[config.mk]
export PLATFORM = sky130hd
export DESIGN_NAME = dcic_top
export DESIGN_NICKNAME = d
export VERILOG_FILES = /design/src/rtl/dcic_pkg.sv /design/src/rtl/dcic_if.sv /design/src/rtl/dcic_top.sv /design/src/rtl/dcic_latch_mem.sv
export VERILOG_INCLUDE_DIRS = /design/src /design/src/rtl
export SDC_FILE = /design/constraint.sdc
export NUM_CORES = 1
export LEC_CHECK = 0
export BUFFER_PORTS_ARGS = -buffer_cell sky130_fd_sc_hd__buf_2
export CORE_MARGIN = 5
export CORE_UTILIZATION = 50
export DETAILED_ROUTE_END_ITERATION = 16
export GPL_TIMING_DRIVEN = 0
export PLACE_DENSITY = 0.73
export SYNTH_ARGS = -nofsm -noshare
export SYNTH_HDL_FRONTEND = slang
export SYNTH_HIERARCHICAL = 1
export SYNTH_SLANG_ARGS = --single-unit
[constraint.sdc]
create_clock -name pclk -period 9.6 [get_ports pclk]
set_input_delay 0 -clock pclk [delete_from_list [all_inputs] [get_ports pclk]]
set_output_delay 0 -clock pclk [all_outputs]
set_load 0.01 [all_outputs]
[src/rtl/dcic_defs.svh]
`ifndef DCIC_DEFS_SVH
`define DCIC_DEFS_SVH

// ------------------------------------------------------------
// Register offsets (byte addresses)
// ------------------------------------------------------------
`define DCIC_OFF_MODE  12'h000
`define DCIC_OFF_TRIG  12'h004
`define DCIC_OFF_PTR   12'h008
`define DCIC_OFF_LOW   12'h00C
`define DCIC_OFF_HIGH  12'h010
`define DCIC_OFF_STAT  12'h014
// ------------------------------------------------------------
// Mode register fields, channel c at base 8*c
// ------------------------------------------------------------
`define DCIC_MODE_SRC   0
`define DCIC_MODE_EDGE  1
`define DCIC_MODE_FCLK  3
`define DCIC_MODE_PORT  5
`define DCIC_CH_STRIDE  8
`define DCIC_MODE_RST   16'h0000
// ------------------------------------------------------------
// Status register fields
// ------------------------------------------------------------
`define DCIC_STAT_LAST  0
`define DCIC_STAT_REQ   2
`define DCIC_STAT_LVL   4
// ------------------------------------------------------------
// Filter
// ------------------------------------------------------------
`define DCIC_FILT_LEN   4
`define DCIC_DIV1       1
`define DCIC_DIV2       8
`define DCIC_DIV3       32
`endif

[src/rtl/dcic_pkg.sv]
package dcic_pkg;
    typedef enum logic [1:0] {DCIC_IRQ_RISE, DCIC_IRQ_FALL, DCIC_IRQ_BOTH, DCIC_IRQ_OFF}
        dcic_edge_t;
    typedef logic [15:0] dcic_cnt_t;
endpackage

[src/rtl/dcic_if.sv]
interface dcic_lat_if;
    logic       we;
    logic [1:0] waddr;
    logic [15:0] wdata;
    logic [1:0] raddr;
    logic [15:0] rdata;
    modport ctl (output we, waddr, wdata, raddr, input rdata);
    modport mem (input we, waddr, wdata, raddr, output rdata);
endinterface

[src/rtl/dcic_top.sv]
// Design decisions made here: the placing of the registers and the APB register port.
`include "dcic_defs.svh"
module dcic_top
    import dcic_pkg::*;
(
    input  wire logic        pclk,
    input  wire logic        presetn,
    input  wire logic        psel,
    input  wire logic        penable,
    input  wire logic        pwrite,
    input  wire logic [11:0] paddr,
    input  wire logic [31:0] pwdata,
    output logic             pready,
    output logic [31:0]      prdata,
    output logic             pslverr,
    input  wire logic        capture_input_zero,
    input  wire logic        capture_input_one,
    input  wire logic [15:0] timer_zero_count,
    input  wire logic [15:0] timer_one_count,
    input  wire logic        stop_mode,
    output logic [1:0]       capture_irq
);
    // ------------------------------------------------------------
    // Helpers
    // ------------------------------------------------------------
    function automatic logic [1:0] ch_fclk(input logic [15:0] m, input int c);
        ch_fclk = m[c*`DCIC_CH_STRIDE + `DCIC_MODE_FCLK +: 2];
    endfunction

    function automatic logic [15:0] tap(input logic [15:0] m, input int c,
                                        input logic [15:0] t0, input logic [15:0] t1);
        tap = m[c*`DCIC_CH_STRIDE + `DCIC_MODE_SRC] ? t1 : t0;
    endfunction

    // ------------------------------------------------------------
    // State
    // ------------------------------------------------------------
    logic [15:0] mode_r, mode_nxt;
    logic [1:0]  ptr_r, ptr_nxt;
    logic [1:0]  last_r, last_nxt;
    logic [1:0]  req_r, req_nxt;
    logic [1:0]  pend_r, pend_nxt;
    logic [1:0]  lvl_r, lvl_nxt;
    logic [1:0]  shf_r [2];
    logic [1:0]  shf_nxt [2];
    logic [5:0]  div_r, div_nxt;
    logic [1:0]  irq_r, irq_nxt;
    logic [31:0] prdata_r, prdata_nxt;
    logic        pready_r, pready_nxt;
    logic [1:0]  tick;
    logic [1:0]  rise, fall;
    logic [3:0]  cap;
    logic [3:0]  swt;
    logic        wr_acc, rd_acc;
    logic        pin [2];
    logic [1:0]  hist_r, hist_nxt;

    function automatic logic div_hist(input int c);
        div_hist = (hist_r[c] == pin[c]);
    endfunction

    dcic_lat_if lat ();
    dcic_latch_mem u_mem
    (
        .pclk    (pclk),
        .presetn (presetn),
        .lat     (lat)
    );

    assign pin[0] = capture_input_zero;
    assign pin[1] = capture_input_one;
    assign wr_acc = psel && penable && pwrite && pready_r;
    assign rd_acc = psel && !penable && !pwrite;

    // ------------------------------------------------------------
    // Filter, edges, capture
    // ------------------------------------------------------------
    always_comb
    begin
        div_nxt = div_r + 6'h01;
        for (int c = 0; c < 2; c++)
        begin
            unique case (ch_fclk(mode_r, c))
                2'h0: tick[c] = 1'b1;
                2'h1: tick[c] = (div_r[2:0] == 3'h0);
                2'h2: tick[c] = (div_r[4:0] == 5'h00);
                2'h3: tick[c] = (div_r == 6'h00);
            endcase
        end
    end

    always_comb
    begin
        swt = (wr_acc && paddr == `DCIC_OFF_TRIG) ? pwdata[3:0] : 4'h0;
        for (int c = 0; c < 2; c++)
        begin
            shf_nxt[c] = shf_r[c];
            lvl_nxt[c] = lvl_r[c];
            rise[c] = 1'b0;
            fall[c] = 1'b0;
            if (tick[c])
            begin
                shf_nxt[c] = {shf_r[c][0], pin[c]};
                if (shf_r[c] == {2{pin[c]}} && div_hist(c) && lvl_r[c] != pin[c])
                begin
                    lvl_nxt[c] = pin[c];
                    rise[c] = pin[c];
                    fall[c] = !pin[c];
                end
            end
        end
        cap = {fall[1] | swt[3], rise[1] | swt[2], fall[0] | swt[1], rise[0] | swt[0]};
    end

    // Fourth (oldest) sample of the run is held in history flop hist_r, loaded from shf_r on each tick
    always_comb
    begin
        for (int c = 0; c < 2; c++)
            hist_nxt[c] = tick[c] ? shf_r[c][1] : hist_r[c];
    end

    // ------------------------------------------------------------
    // Latch write: one port, lower latch index wins a collision
    // ------------------------------------------------------------
    always_comb
    begin
        lat.we = |cap;
        lat.waddr = 2'h0;
        for (int i = 3; i >= 0; i--)
            if (cap[i])
                lat.waddr = 2'(i);
        lat.wdata = tap(mode_r, int'(lat.waddr[1]), timer_zero_count, timer_one_count);
        lat.raddr = ptr_r;
    end

    // ------------------------------------------------------------
    // Status and interrupt requests
    // ------------------------------------------------------------
    always_comb
    begin
        last_nxt = last_r;
        req_nxt = req_r;
        pend_nxt = pend_r;
        for (int c = 0; c < 2; c++)
        begin
            logic ev;
            dcic_edge_t es;
            ev = 1'b0;
            es = dcic_edge_t'(mode_r[c*`DCIC_CH_STRIDE + `DCIC_MODE_EDGE +: 2]);
            if (cap[2*c] || cap[2*c+1])
                last_nxt[c] = cap[2*c+1];
            unique case (es)
                DCIC_IRQ_RISE: ev = rise[c];
                DCIC_IRQ_FALL: ev = fall[c];
                DCIC_IRQ_BOTH: ev = rise[c] | fall[c];
                DCIC_IRQ_OFF:  ev = 1'b0;
            endcase
            if (wr_acc && paddr == `DCIC_OFF_STAT && pwdata[`DCIC_STAT_REQ + c])
                req_nxt[c] = 1'b0;
            if (ev && stop_mode)
                pend_nxt[c] = 1'b1;
            if ((ev && !stop_mode) || (pend_r[c] && !stop_mode))
            begin
                req_nxt[c] = 1'b1;
                pend_nxt[c] = 1'b0;
            end
        end
        irq_nxt = req_nxt;
    end

    // ------------------------------------------------------------
    // APB
    // ------------------------------------------------------------
    always_comb
    begin
        mode_nxt = mode_r;
        ptr_nxt = ptr_r;
        prdata_nxt = prdata_r;
        pready_nxt = 1'b0;
        if (psel && !penable)
        begin
            // Read data is taken in setup, so the access needs no wait state
            pready_nxt = 1'b1;
        end
        if (wr_acc && paddr == `DCIC_OFF_MODE)
            // setting changes leave the filter samples, level and requests untouched
            mode_nxt = pwdata[15:0];
        if (wr_acc && paddr == `DCIC_OFF_PTR)
            ptr_nxt = pwdata[1:0];
        if (rd_acc)
        begin
            unique case (paddr)
                `DCIC_OFF_MODE: prdata_nxt = {16'h0000, mode_r};
                `DCIC_OFF_TRIG: prdata_nxt = 32'h0000_0000;
                `DCIC_OFF_PTR:  prdata_nxt = {30'h0, ptr_r};
                `DCIC_OFF_LOW:  prdata_nxt = {24'h0, lat.rdata[7:0]};
                `DCIC_OFF_HIGH: prdata_nxt = {24'h0, lat.rdata[15:8]};
                `DCIC_OFF_STAT: prdata_nxt = {26'h0, lvl_r, req_r, last_r};
                default:        prdata_nxt = 32'h0000_0000;
            endcase
        end
    end

    always_ff @(posedge pclk or negedge presetn)
    begin
        if (!presetn)
        begin
            mode_r <= `DCIC_MODE_RST;
            ptr_r <= 2'h0;
            last_r <= 2'h0;
            req_r <= 2'h0;
            pend_r <= 2'h0;
            lvl_r <= 2'h0;
            shf_r[0] <= 2'h0;
            shf_r[1] <= 2'h0;
            hist_r <= 2'h0;
            div_r <= 6'h00;
            irq_r <= 2'h0;
            prdata_r <= 32'h0000_0000;
            pready_r <= 1'b0;
        end
        else
        begin
            mode_r <= mode_nxt;
            ptr_r <= ptr_nxt;
            last_r <= last_nxt;
            req_r <= req_nxt;
            pend_r <= pend_nxt;
            lvl_r <= lvl_nxt;
            shf_r[0] <= shf_nxt[0];
            shf_r[1] <= shf_nxt[1];
            hist_r <= hist_nxt;
            div_r <= div_nxt;
            irq_r <= irq_nxt;
            prdata_r <= prdata_nxt;
            pready_r <= pready_nxt;
        end
    end

    assign pready = pready_r;
    assign prdata = prdata_r;
    assign pslverr = 1'b0;
    assign capture_irq = irq_r;
endmodule

[src/rtl/dcic_latch_mem.sv]
module dcic_latch_mem
(
    input  wire logic pclk,
    input  wire logic presetn,
    dcic_lat_if.mem   lat
);
    logic [15:0] mem_r [4];
    logic [15:0] rd_r;
    always_ff @(posedge pclk or negedge presetn)
    begin
        if (!presetn)
        begin
            rd_r <= 16'h0000;
            for (int i = 0; i < 4; i++)
                mem_r[i] <= 16'h0000;
        end
        else
        begin
            if (lat.we)
                mem_r[lat.waddr] <= lat.wdata;
            rd_r <= mem_r[lat.raddr];
        end
    end
    assign lat.rdata = rd_r;
endmodule

Word-level counts from Yosys, hierarchy flattened
Index checks and enable logic that the tools add are counted.
{"block": "word_totals", "register_bits": 151, "output_inout_bits": 36, "elab_cells": 140}
{"block": "classes", "add_sub_neg": 1, "order_cmp": 4, "n_eq_ne": 23, "n_mux": 36, "bitwise_logic": 8, "reduce_logical": 46}
{"op": "$pmux 16 s5", "count": 1}
{"op": "$bwmux 64", "count": 1}
{"op": "$mux 16", "count": 4}
{"op": "$bmux 16 s2", "count": 1}
{"op": "$demux 16 s2", "count": 1}
{"op": "$eq 12x4->1 const B", "count": 2}
{"op": "$eq 12x5->1 const B", "count": 2}
{"op": "$logic_and 1x1->1", "count": 22}
{"op": "$mux 1", "count": 19}
{"op": "$eq 2x2->1 const B", "count": 8}
{"op": "$pmux 1 s4", "count": 4}
{"op": "$eq 12x3->1 const B", "count": 1}
{"op": "$logic_not 12->1", "count": 1}
{"op": "$eq 2x1->1 const B", "count": 4}
{"op": "$logic_not 2->1", "count": 4}
{"op": "$mux 2", "count": 4}
{"op": "$reduce_bool 2->1", "count": 4}
{"op": "$add 6x1->6 const B", "count": 1}
{"op": "$ge 3x3->1 const B", "count": 2}
{"op": "$logic_not 6->1", "count": 1}
{"op": "$not 2->3", "count": 2}
{"op": "$or 1x1->1", "count": 6}
{"op": "$logic_not 1->1", "count": 5}
{"op": "$logic_not 5->1", "count": 1}
{"op": "10 further kinds", "count": 17}

Longest topological paths before layout
Gate-level depths: netlist of run 1.
{"block": "logic_depth", "ltp_word": 16, "mapped_depth": 11}

Modules after synthesis
The synthesis of run 1 kept the hierarchy.
{"mod": "dcic_latch_mem", "n_inst": 1, "cells_each": 172, "area_per_inst_um2": 3193.1}
{"mod": "dcic_top", "n_inst": 1, "cells_each": 269, "area_per_inst_um2": 2910.3}

Worst setup path after synthesis of run 1
Ideal clock, no wire load.
{"block": "synth_timing", "path_kind": "register -> register", "startpoint": "register div_r[0]", "endpoint": "register u_mem/mem_r[53] (netlist bit)", "t_arrival_ps": 3073, "setup_slack_ps": 6402, "stages_incl_launch_ff": 11, "n_path_buf": 1, "synth_period_minus_slack_ps": 3198, "path_cell_list": "dfrtp_1 > inv_1 > ha_1 > nor2b_1 > nand2_1 > a221o_1 > a221oi_2 > mux2i_2 > buf_6 > mux2_2 > mux2_2"}
{"item": "start: declaration", "line": "dcic_top.sv:46", "text": "logic [5:0] div_r, div_nxt;"}
{"item": "start signal: assignment", "line": "dcic_top.sv:233", "text": "div_r <= div_nxt;"}
{"item": "$logic_not 6->1 (tied with other cells)", "line": "dcic_top.sv:87", "text": "2'h3: tick[c] = (div_r == 6'h00);"}
{"item": "$pmux 1 s4", "line": "dcic_top.sv:83", "text": "unique case (ch_fclk(mode_r, c))"}
{"item": "$mux 1", "line": "dcic_top.sv:101", "text": "if (tick[c])"}
{"item": "$or 1x1->1", "line": "dcic_top.sv:112", "text": "cap = {fall[1] | swt[3], rise[1] | swt[2], fall[0] | swt[1], rise[0] | swt[0]};"}
{"item": "$mux 2 (3 in series)", "line": "dcic_top.sv:130", "text": "if (cap[i])"}
{"item": "$mux 2 (*)", "line": "dcic_top.sv:130"}
{"item": "named net lat.waddr[1]", "line": "dcic_if.sv:3", "text": "logic [1:0] waddr;"}
{"item": "$mux 1 (*) (2 in series)", "line": "dcic_top.sv:32", "text": "tap = m[c*`DCIC_CH_STRIDE + `DCIC_MODE_SRC] ? t1 : t0;"}
{"item": "$mux 16 (*)", "line": "dcic_top.sv:32"}
{"item": "named net lat.wdata[5]", "line": "dcic_if.sv:4", "text": "logic [15:0] wdata;"}
{"item": "$bwmux 64 (*)", "line": "dcic_latch_mem.sv:20", "text": "mem_r[lat.waddr] <= lat.wdata;"}
{"item": "end signal: indexed assignment", "line": "dcic_latch_mem.sv:20"}
{"item": "end: declaration", "line": "dcic_latch_mem.sv:7", "text": "logic [15:0] mem_r [4];"}
Mark *: on every way through the listed nets, which the timed path passes. The rest lies on a longest branch. The select of a mux whose other input is x is not followed.
A chain may end at the register's enable or synchronous reset.

Final worst setup path of run 1
{"block": "layout_timing", "startpoint": "register div_r[0]", "endpoint": "register u_mem/mem_r[56] (netlist bit)"}
The elaborated chain is that of the path after synthesis.

==> impl_metrics.toml, run 1 <==
[floorplanning]
initial_core_util_pct = 50.8
pin_count = 120
core-area_mm2 = 0.0120
placementRows = 40
die_h_um = 120
dieArea_mm2 = 0.0145
die_w_um = 120

[grt]
grt_pass1_vias = 4440
grt_max_degree = 86
grtUsageMet2_pct = 33.4
grt_pass1_wl_mm = 22.6
grt.busiest_layer = "met2"
use_met3_pct = 5.33
overflow = 0
grt_util_met1_pct = 25.5
antenna_found_initial = 0
track_usage_pct = 20.1

[timing]
tightest_slew_ns = 1.01
skew_ns = 0.00739
fmaxAchievable_mhz = 228
drv_slew = 0
hold_violations = 0
min_period_over_period_pct = 45.6
grt_setup_unrepaired = "false"
setup_viol = 0
layout_min_cycle_time_ns = 4.38
max_slew_margin_pct = 31.8
setup-tns-final_ns = 0

[clock_network]
clock-sinks = 135
clk-insertion-delay-late_ns = 0.41
htreeDepth = 4
cts_resized = 0
post-cts-setup-buffer-count = 0
numCtsBuffers = 17
cts_buffer_depth = 2
cts_hold_buf = 42
cts.reportedPaths.clkPinSlew_ns = 0.06
cts_tree = "yes"
clockRootBuffer = "clkbuf_16"

[final_layout]
diodes = 0
fin_util_pct = 65.3
drive_gt1_share_pct = 44.9
nets = 690
stdcell_count = 764
area_growth_pct = 28.6

[detailed_routing]
viasPerCell = 5.43
routed_wl_mm = 13.7
drc = 0
postRouteAntennaNets = 0
vias = 4151
drtIter0Drc = 258
firstDrtPassIters = 5
detail_route.wl_per_cell_um = 17.9

[place]
dp.cells = 690
gp_congestion = 0.821
io_buffers = 85
dp_hpwl_mm = 9.39

[logic_synthesis]
ys_ff_latch = 135
synth.avg_cell_area_um2 = 13.8
ys_types = 47
yosysSeqAreaShare_pct = 55.4
synthesis.instances = 441
synth_edf_count = 0
synth_flop_cell = "dfrtp_1"
synthArstFlopShare_pct = 100
ys_warn_count = 6
synth_area_mm2 = 0.00610

[setup_path]
crit_path_max_fanout = 10
endpoint_kind = "flop"
startpoint_type = "flop"
worstReg2RegStart = "div_r[0]$_DFF_PN0_"
crit_required_ns = 9.89
cp.depth = 11
cp_top_family = "multiplexers"
r2r_end = "u_mem/mem_r[56]$_DFFE_PN0P_"
reg2regPathDepth = 11
critical-path-max-stage-delay_ns = 0.68
r2r_slack_ns = 5.22
path_common_cell = "mux2_2"
worstSetupPathType = "reg -> reg"
slowest_stage = "mux2i_2"
crit_buf_inv = 3
critPathLaunch = "div_r[0]$_DFF_PN0_"
crit_path_end = "u_mem/mem_r[56]$_DFFE_PN0P_"
crit_chain = "inv_1, ha_1, nor2b_1, nand2_1, a221o_1, a221oi_2, mux2i_2, buf_6, mux2_2, dlygate4sd3_1, mux2_2"
cp.arrival_ns = 4.67

[power_and_ir_drop]
p_leak_nw = 3.70
max-vdd-ir-drop_uv = 136
power.density_mw_per_mm2 = 219

[run_status]
outcome = "finished clean"

[hold_path]
hp-class = "in -> reg"

[job]
cap_violations = 0
-- how the worst min path moves through the flow --
stage | from | end | slack, ns | cells past startpoint
after global routing | timer_one_count[4] | u_mem/mem_r[36]$_DFFE_PN0P_ | 0.003 | 3
after floorplan | presetn | capture_irq[0]$_DFFE_PN0P_ | -0.30 | 0
after global placement | penable | pready$_DFF_PN0_ | 0.19 | 2
after CTS | timer_one_count[6] | u_mem/mem_r[22]$_DFFE_PN0P_ | 0.002 | 3
after detailed placement | presetn | hist_r[1]$_DFFE_PN0P_ | -0.02 | 1
final | timer_zero_count[14] | u_mem/mem_r[30]$_DFFE_PN0P_ | 0.008 | 3
-- through the flow --
step / area (um^2) / hold WS, ns / worst slack [ns] / power, mW
floorplan: 6160 / -0.296 / 6.40 / 0.934
global placement: 6770 / 0.192 / 5.83 / 1.00
detailed placement: 6810 / -0.0192 / 5.78 / 1.03
CTS: 7850 / 0.00154 / 5.21 / 1.73
global route: 7850 / 0.00340 / 5.01 / 1.80
finish: 7850 / 0.00797 / 5.22 / 1.72
-- worst reg2reg max path, delay by kind of cell, from the launching register on --
family          cells  cell delay (ns)
compound gates      2             1.12
mux                 3             1.30
flops               1             0.39
buf+inv             3             0.93
simple gates        2             0.39
fa+ha+maj           1             0.14
-- logic make-up (layout without fill, tap and decap cells) --
group                    after synthesis  in the layout  share of synthesized area, %
AND/OR/NAND/NOR                       88             88                          7.79
XOR/XNOR                               6              6                         0.861
buffers and inverters                 38            198                          3.98
adder cells (fa/ha/maj)                2              2                         0.410
other                                  1             17                        0.0614
multiplexers                         126            126                          26.2
flip-flops                           135            135                          55.4
AO/OA/AOI/OAI                         45             45                          5.33
-- routing by layer --
metal	part of all wire [%]	vias up
li1	-	1912
met1	43	2112
met2	50	108
met3	4.3	19
met4	2.3	0
met5	0	-
-- cells in the mapped netlist (all sizes together) (2+ instances only) --
cell    count  area share (%)
dfrtp     135              55
mux2      108              20
nand2      38             2.3
buf        25             3.0
o21ai      17             1.4
mux4       16             5.9
nor2       10            0.62
clkbuf      8            0.66
nand3       8            0.74
a222oi      7             1.1
a21oi       5            0.41
inv         5            0.31
a21boi      4            0.49
a221oi      4            0.68
and3        4            0.41
nor2b       4            0.41
nor3        4            0.33
nor4        4            0.76
a221o       3            0.49
a22o        3            0.43
nand3b      3            0.49
or2         3            0.31
xnor2       3            0.43
xor2        3            0.43
and4        2            0.29
ha          2            0.41
mux2i       2            0.39
nand2b      2            0.20
nand4       2            0.20
-- report_power, final --
group / total (mW) / leakage [nW] / switching, mW / internal [mW]
sequential: 0.776 / 1.75 / 0.0691 / 0.707
clock: 0.683 / 0.296 / 0.242 / 0.441
combinational: 0.260 / 1.66 / 0.0963 / 0.163
total: 1.72 / 3.70 / 0.407 / 1.31
-- cells in the final DEF, fill, tap and decap left out, drive strengths merged, types with 5 or more instances in the layout --
cell type and count:
mux4 16, mux2 108, nand2 38, o21ai 17, nor2 10, dfrtp 135
a222oi 7, clkbuf 28, a21oi 5, dlygate4sd3 42, inv 6, conb 17
buf 111, nand3 8
-- registers in the layout (all words and copies together) (netlist names) --
signal,count
pend_r,2
lat.raddr,2
capture_irq,2
hist_r,2
pready,1
lvl_r,2
u_mem/lat.rdata,16
prdata,16
u_mem/mem_r,64
last_r,2
div_r,6
shf_r,4
mode_r,16
-- final cells by class --
cell class,count,area [um^2]
Fill cell,906,4160
Buffer,33,224
Clock inverter,12,175
Multi-Input combinational cell,284,2540
Clock buffer,20,447
Tap cell,147,184
Timing Repair Buffer,128,880
Inverter,5,18.8
Sequential cell,135,3380
(Power assumes the default switching activity.)
==> run 2: changes to the inputs <==
--- a/config.mk
+++ b/config.mk
@@ -11,7 +11,7 @@
 export CORE_UTILIZATION = 50
 export DETAILED_ROUTE_END_ITERATION = 16
 export GPL_TIMING_DRIVEN = 0
-export PLACE_DENSITY = 0.73
+export PLACE_DENSITY = 0.76
 export SYNTH_ARGS = -nofsm -noshare
 export SYNTH_HDL_FRONTEND = slang
 export SYNTH_HIERARCHICAL = 1
==> constraint.sdc (replaced) <==
create_clock -name pclk -period 3.5 [get_ports pclk]
set_input_delay 0 -clock pclk [delete_from_list [all_inputs] [get_ports pclk]]
set_output_delay 0 -clock pclk [all_outputs]
set_load 0.01 [all_outputs]
==> run 2 against run 1 <==
Hold slack worse by 0.0018 ns. Critical path depth unchanged. Clock-buffer cell count unchanged. Cell count unchanged. Maximum frequency up 32%. Non-clock buffer count unchanged. Critical endpoint is now u_mem/mem_r[57]$_DFFE_PN0P_. Largest cell class unchanged.
==> impl_metrics.toml, run 2 (same netlist as run 1, synthesis figures left out) <==
[floorplanning]
initial_core_util_pct = 50.8
die_h_um = 120
dieArea_mm2 = 0.0145
pin_count = 120
core-area_mm2 = 0.0120
die_w_um = 120
placementRows = 40

[timing]
fmaxAchievable_mhz = 302
grt_setup_unrepaired = "false"
skew_ns = 0.0132
hold_violations = 0
drv_slew = 0
tightest_slew_ns = 0.884
layout_min_cycle_time_ns = 3.32
min_period_over_period_pct = 94.8
max_slew_margin_pct = 40.6
setup_viol = 0
worst_hold_slack_ns = 0.00619

[setup_path]
cp.arrival_ns = 3.61
slowest_stage = "a221o_2"
crit_path_max_fanout = 10
crit_chain = "inv_1, ha_1, nor2b_1, nand2_1, a221o_2, a31o_2, a221oi_1, and3b_1, nor3b_4, buf_6, mux2_2"
reg2regPathDepth = 11
crit_required_ns = 3.80
critical-path-max-stage-delay_ns = 0.52
worstSetupPathType = "reg -> reg"
endpoint_kind = "flop"
r2r_slack_ns = 0.18
startpoint_type = "flop"

[power_and_ir_drop]
power.density_mw_per_mm2 = 594
max-vdd-ir-drop_uv = 349
p_leak_nw = 3.73

[place]
gp_congestion = 0.856
placed_cell_area_mm2 = 0.00681
io_buffers = 85
dp_hpwl_mm = 9.58

[final_layout]
drive_gt1_share_pct = 46.0
ff_latch_area_mm2 = 0.00338
fillers = 888
finish.instance_area_mm2 = 0.00784
diodes = 0
regMostFlops = "u_mem/mem_r"
final_cell_mix = "135 x dfrtp_1, 108 x mux2_2, 86 x buf_2"
area_growth_pct = 28.5
multi_input_area_mm2 = 0.00257
largest_reg_flops = 64
final_common_cell = "dfrtp_1"
nets = 690

[clock_network]
cts_tree = "yes"
clock-sinks = 135
cts_buffer_depth = 2
clockRootBuffer = "clkbuf_16"
clk-insertion-delay-late_ns = 0.42
cts.reportedPaths.clkPinSlew_ns = 0.06
htreeDepth = 4
numCtsBuffers = 17

[detailed_routing]
drtIter0Drc = 358
firstDrtPassIters = 5
viasPerCell = 5.53
detail_route.wl_per_cell_um = 18.4
routed_wl_mm = 14.0
vias = 4224
postRouteAntennaNets = 0
drc = 0

[grt]
track_usage_pct = 20.4
antenna_found_initial = 0
grt_pass1_vias = 4610
overflow = 0
grt_pass1_wl_mm = 22.9
grt_max_degree = 88

[run_status]
outcome = "finished clean"

[job]
cap_violations = 0

[hold_path]
hp-class = "in -> reg"
whs_path_depth = 3
run 2: layer usage:
| layer | global-route usage [%] | up-vias | part of all wire [%] |
|---|---|---|---|
| li1 | - | 1911 | - |
| met1 | 24.9 | 2129 | 42 |
| met2 | 35.3 | 160 | 50 |
| met3 | 4.86 | 24 | 5.6 |
| met4 | 7.72 | 0 | 2.1 |
| met5 | 0 | - | 0 |
run 2: cell type report:
cell class	instances	area share [%]
sequential	135	43.1
multi-input combinational	284	32.8
timing repair buffer	128	11.0
clock buffer	20	5.70
buffer	33	2.89
tap	147	2.35
clock inverter	12	1.93
inverter	5	0.239
run 2: power breakdown:
group | internal (mW) | total [mW] | switching (mW)
sequential | 1.94 | 2.13 | 0.195
combinational | 0.453 | 0.729 | 0.275
clock | 1.14 | 1.79 | 0.659
run 2: worst paths after layout:
path                                              from                          end
worst min-delay path               timer_zero_count[6]   u_mem/mem_r[6]$_DFFE_PN0P_
worst max register to register      div_r[0]$_DFF_PN0_  u_mem/mem_r[57]$_DFFE_PN0P_
max in group asynchronous                      presetn             pready$_DFF_PN0_
min in group asynchronous                      presetn  u_mem/mem_r[30]$_DFFE_PN0P_
worst min register to register  prdata[10]$_DFFE_PN0P_       prdata[10]$_DFFE_PN0P_
worst max-delay path                div_r[0]$_DFF_PN0_  u_mem/mem_r[57]$_DFFE_PN0P_
run 2: stage by stage:
stage | cells | util (%) | worst slack, ns | setup TNS, ns | total power, mW
after floorplan | 457 | - | 0.302 | 0 | 2.56
after CTS | 763 | 65.1 | 0.0302 | 0 | 4.67
final | 764 | 65.3 | 0.184 | 0 | 4.66
after detailed placement | 690 | 56.7 | -0.391 | -18.68 | 2.82
after global routing | 764 | 65.3 | 0.00556 | 0 | 4.85
after global placement | 689 | 56.4 | -0.280 | -12.42 | 2.75
run 2: critical path, delay by kind of cell (launching register included):
kind / cells / cell delay, ns
buf+inv: 2 / 0.29
compound gates: 3 / 1.04
flops: 1 / 0.40
mux: 1 / 0.34
simple gates: 4 / 1.01
fa+ha+maj: 1 / 0.13
run 2: repair_timing:
item | 4_1_cts | 5_1_grt
cloned | 0 | 0
gates resized for setup | 2 | 4
hold endpoints to repair | 101 | 0
endpoints found under the setup margin | 64 | 64
hold buffers | 36 | 0
buffers inserted | 5 | 1
pin swaps | 2 | 1
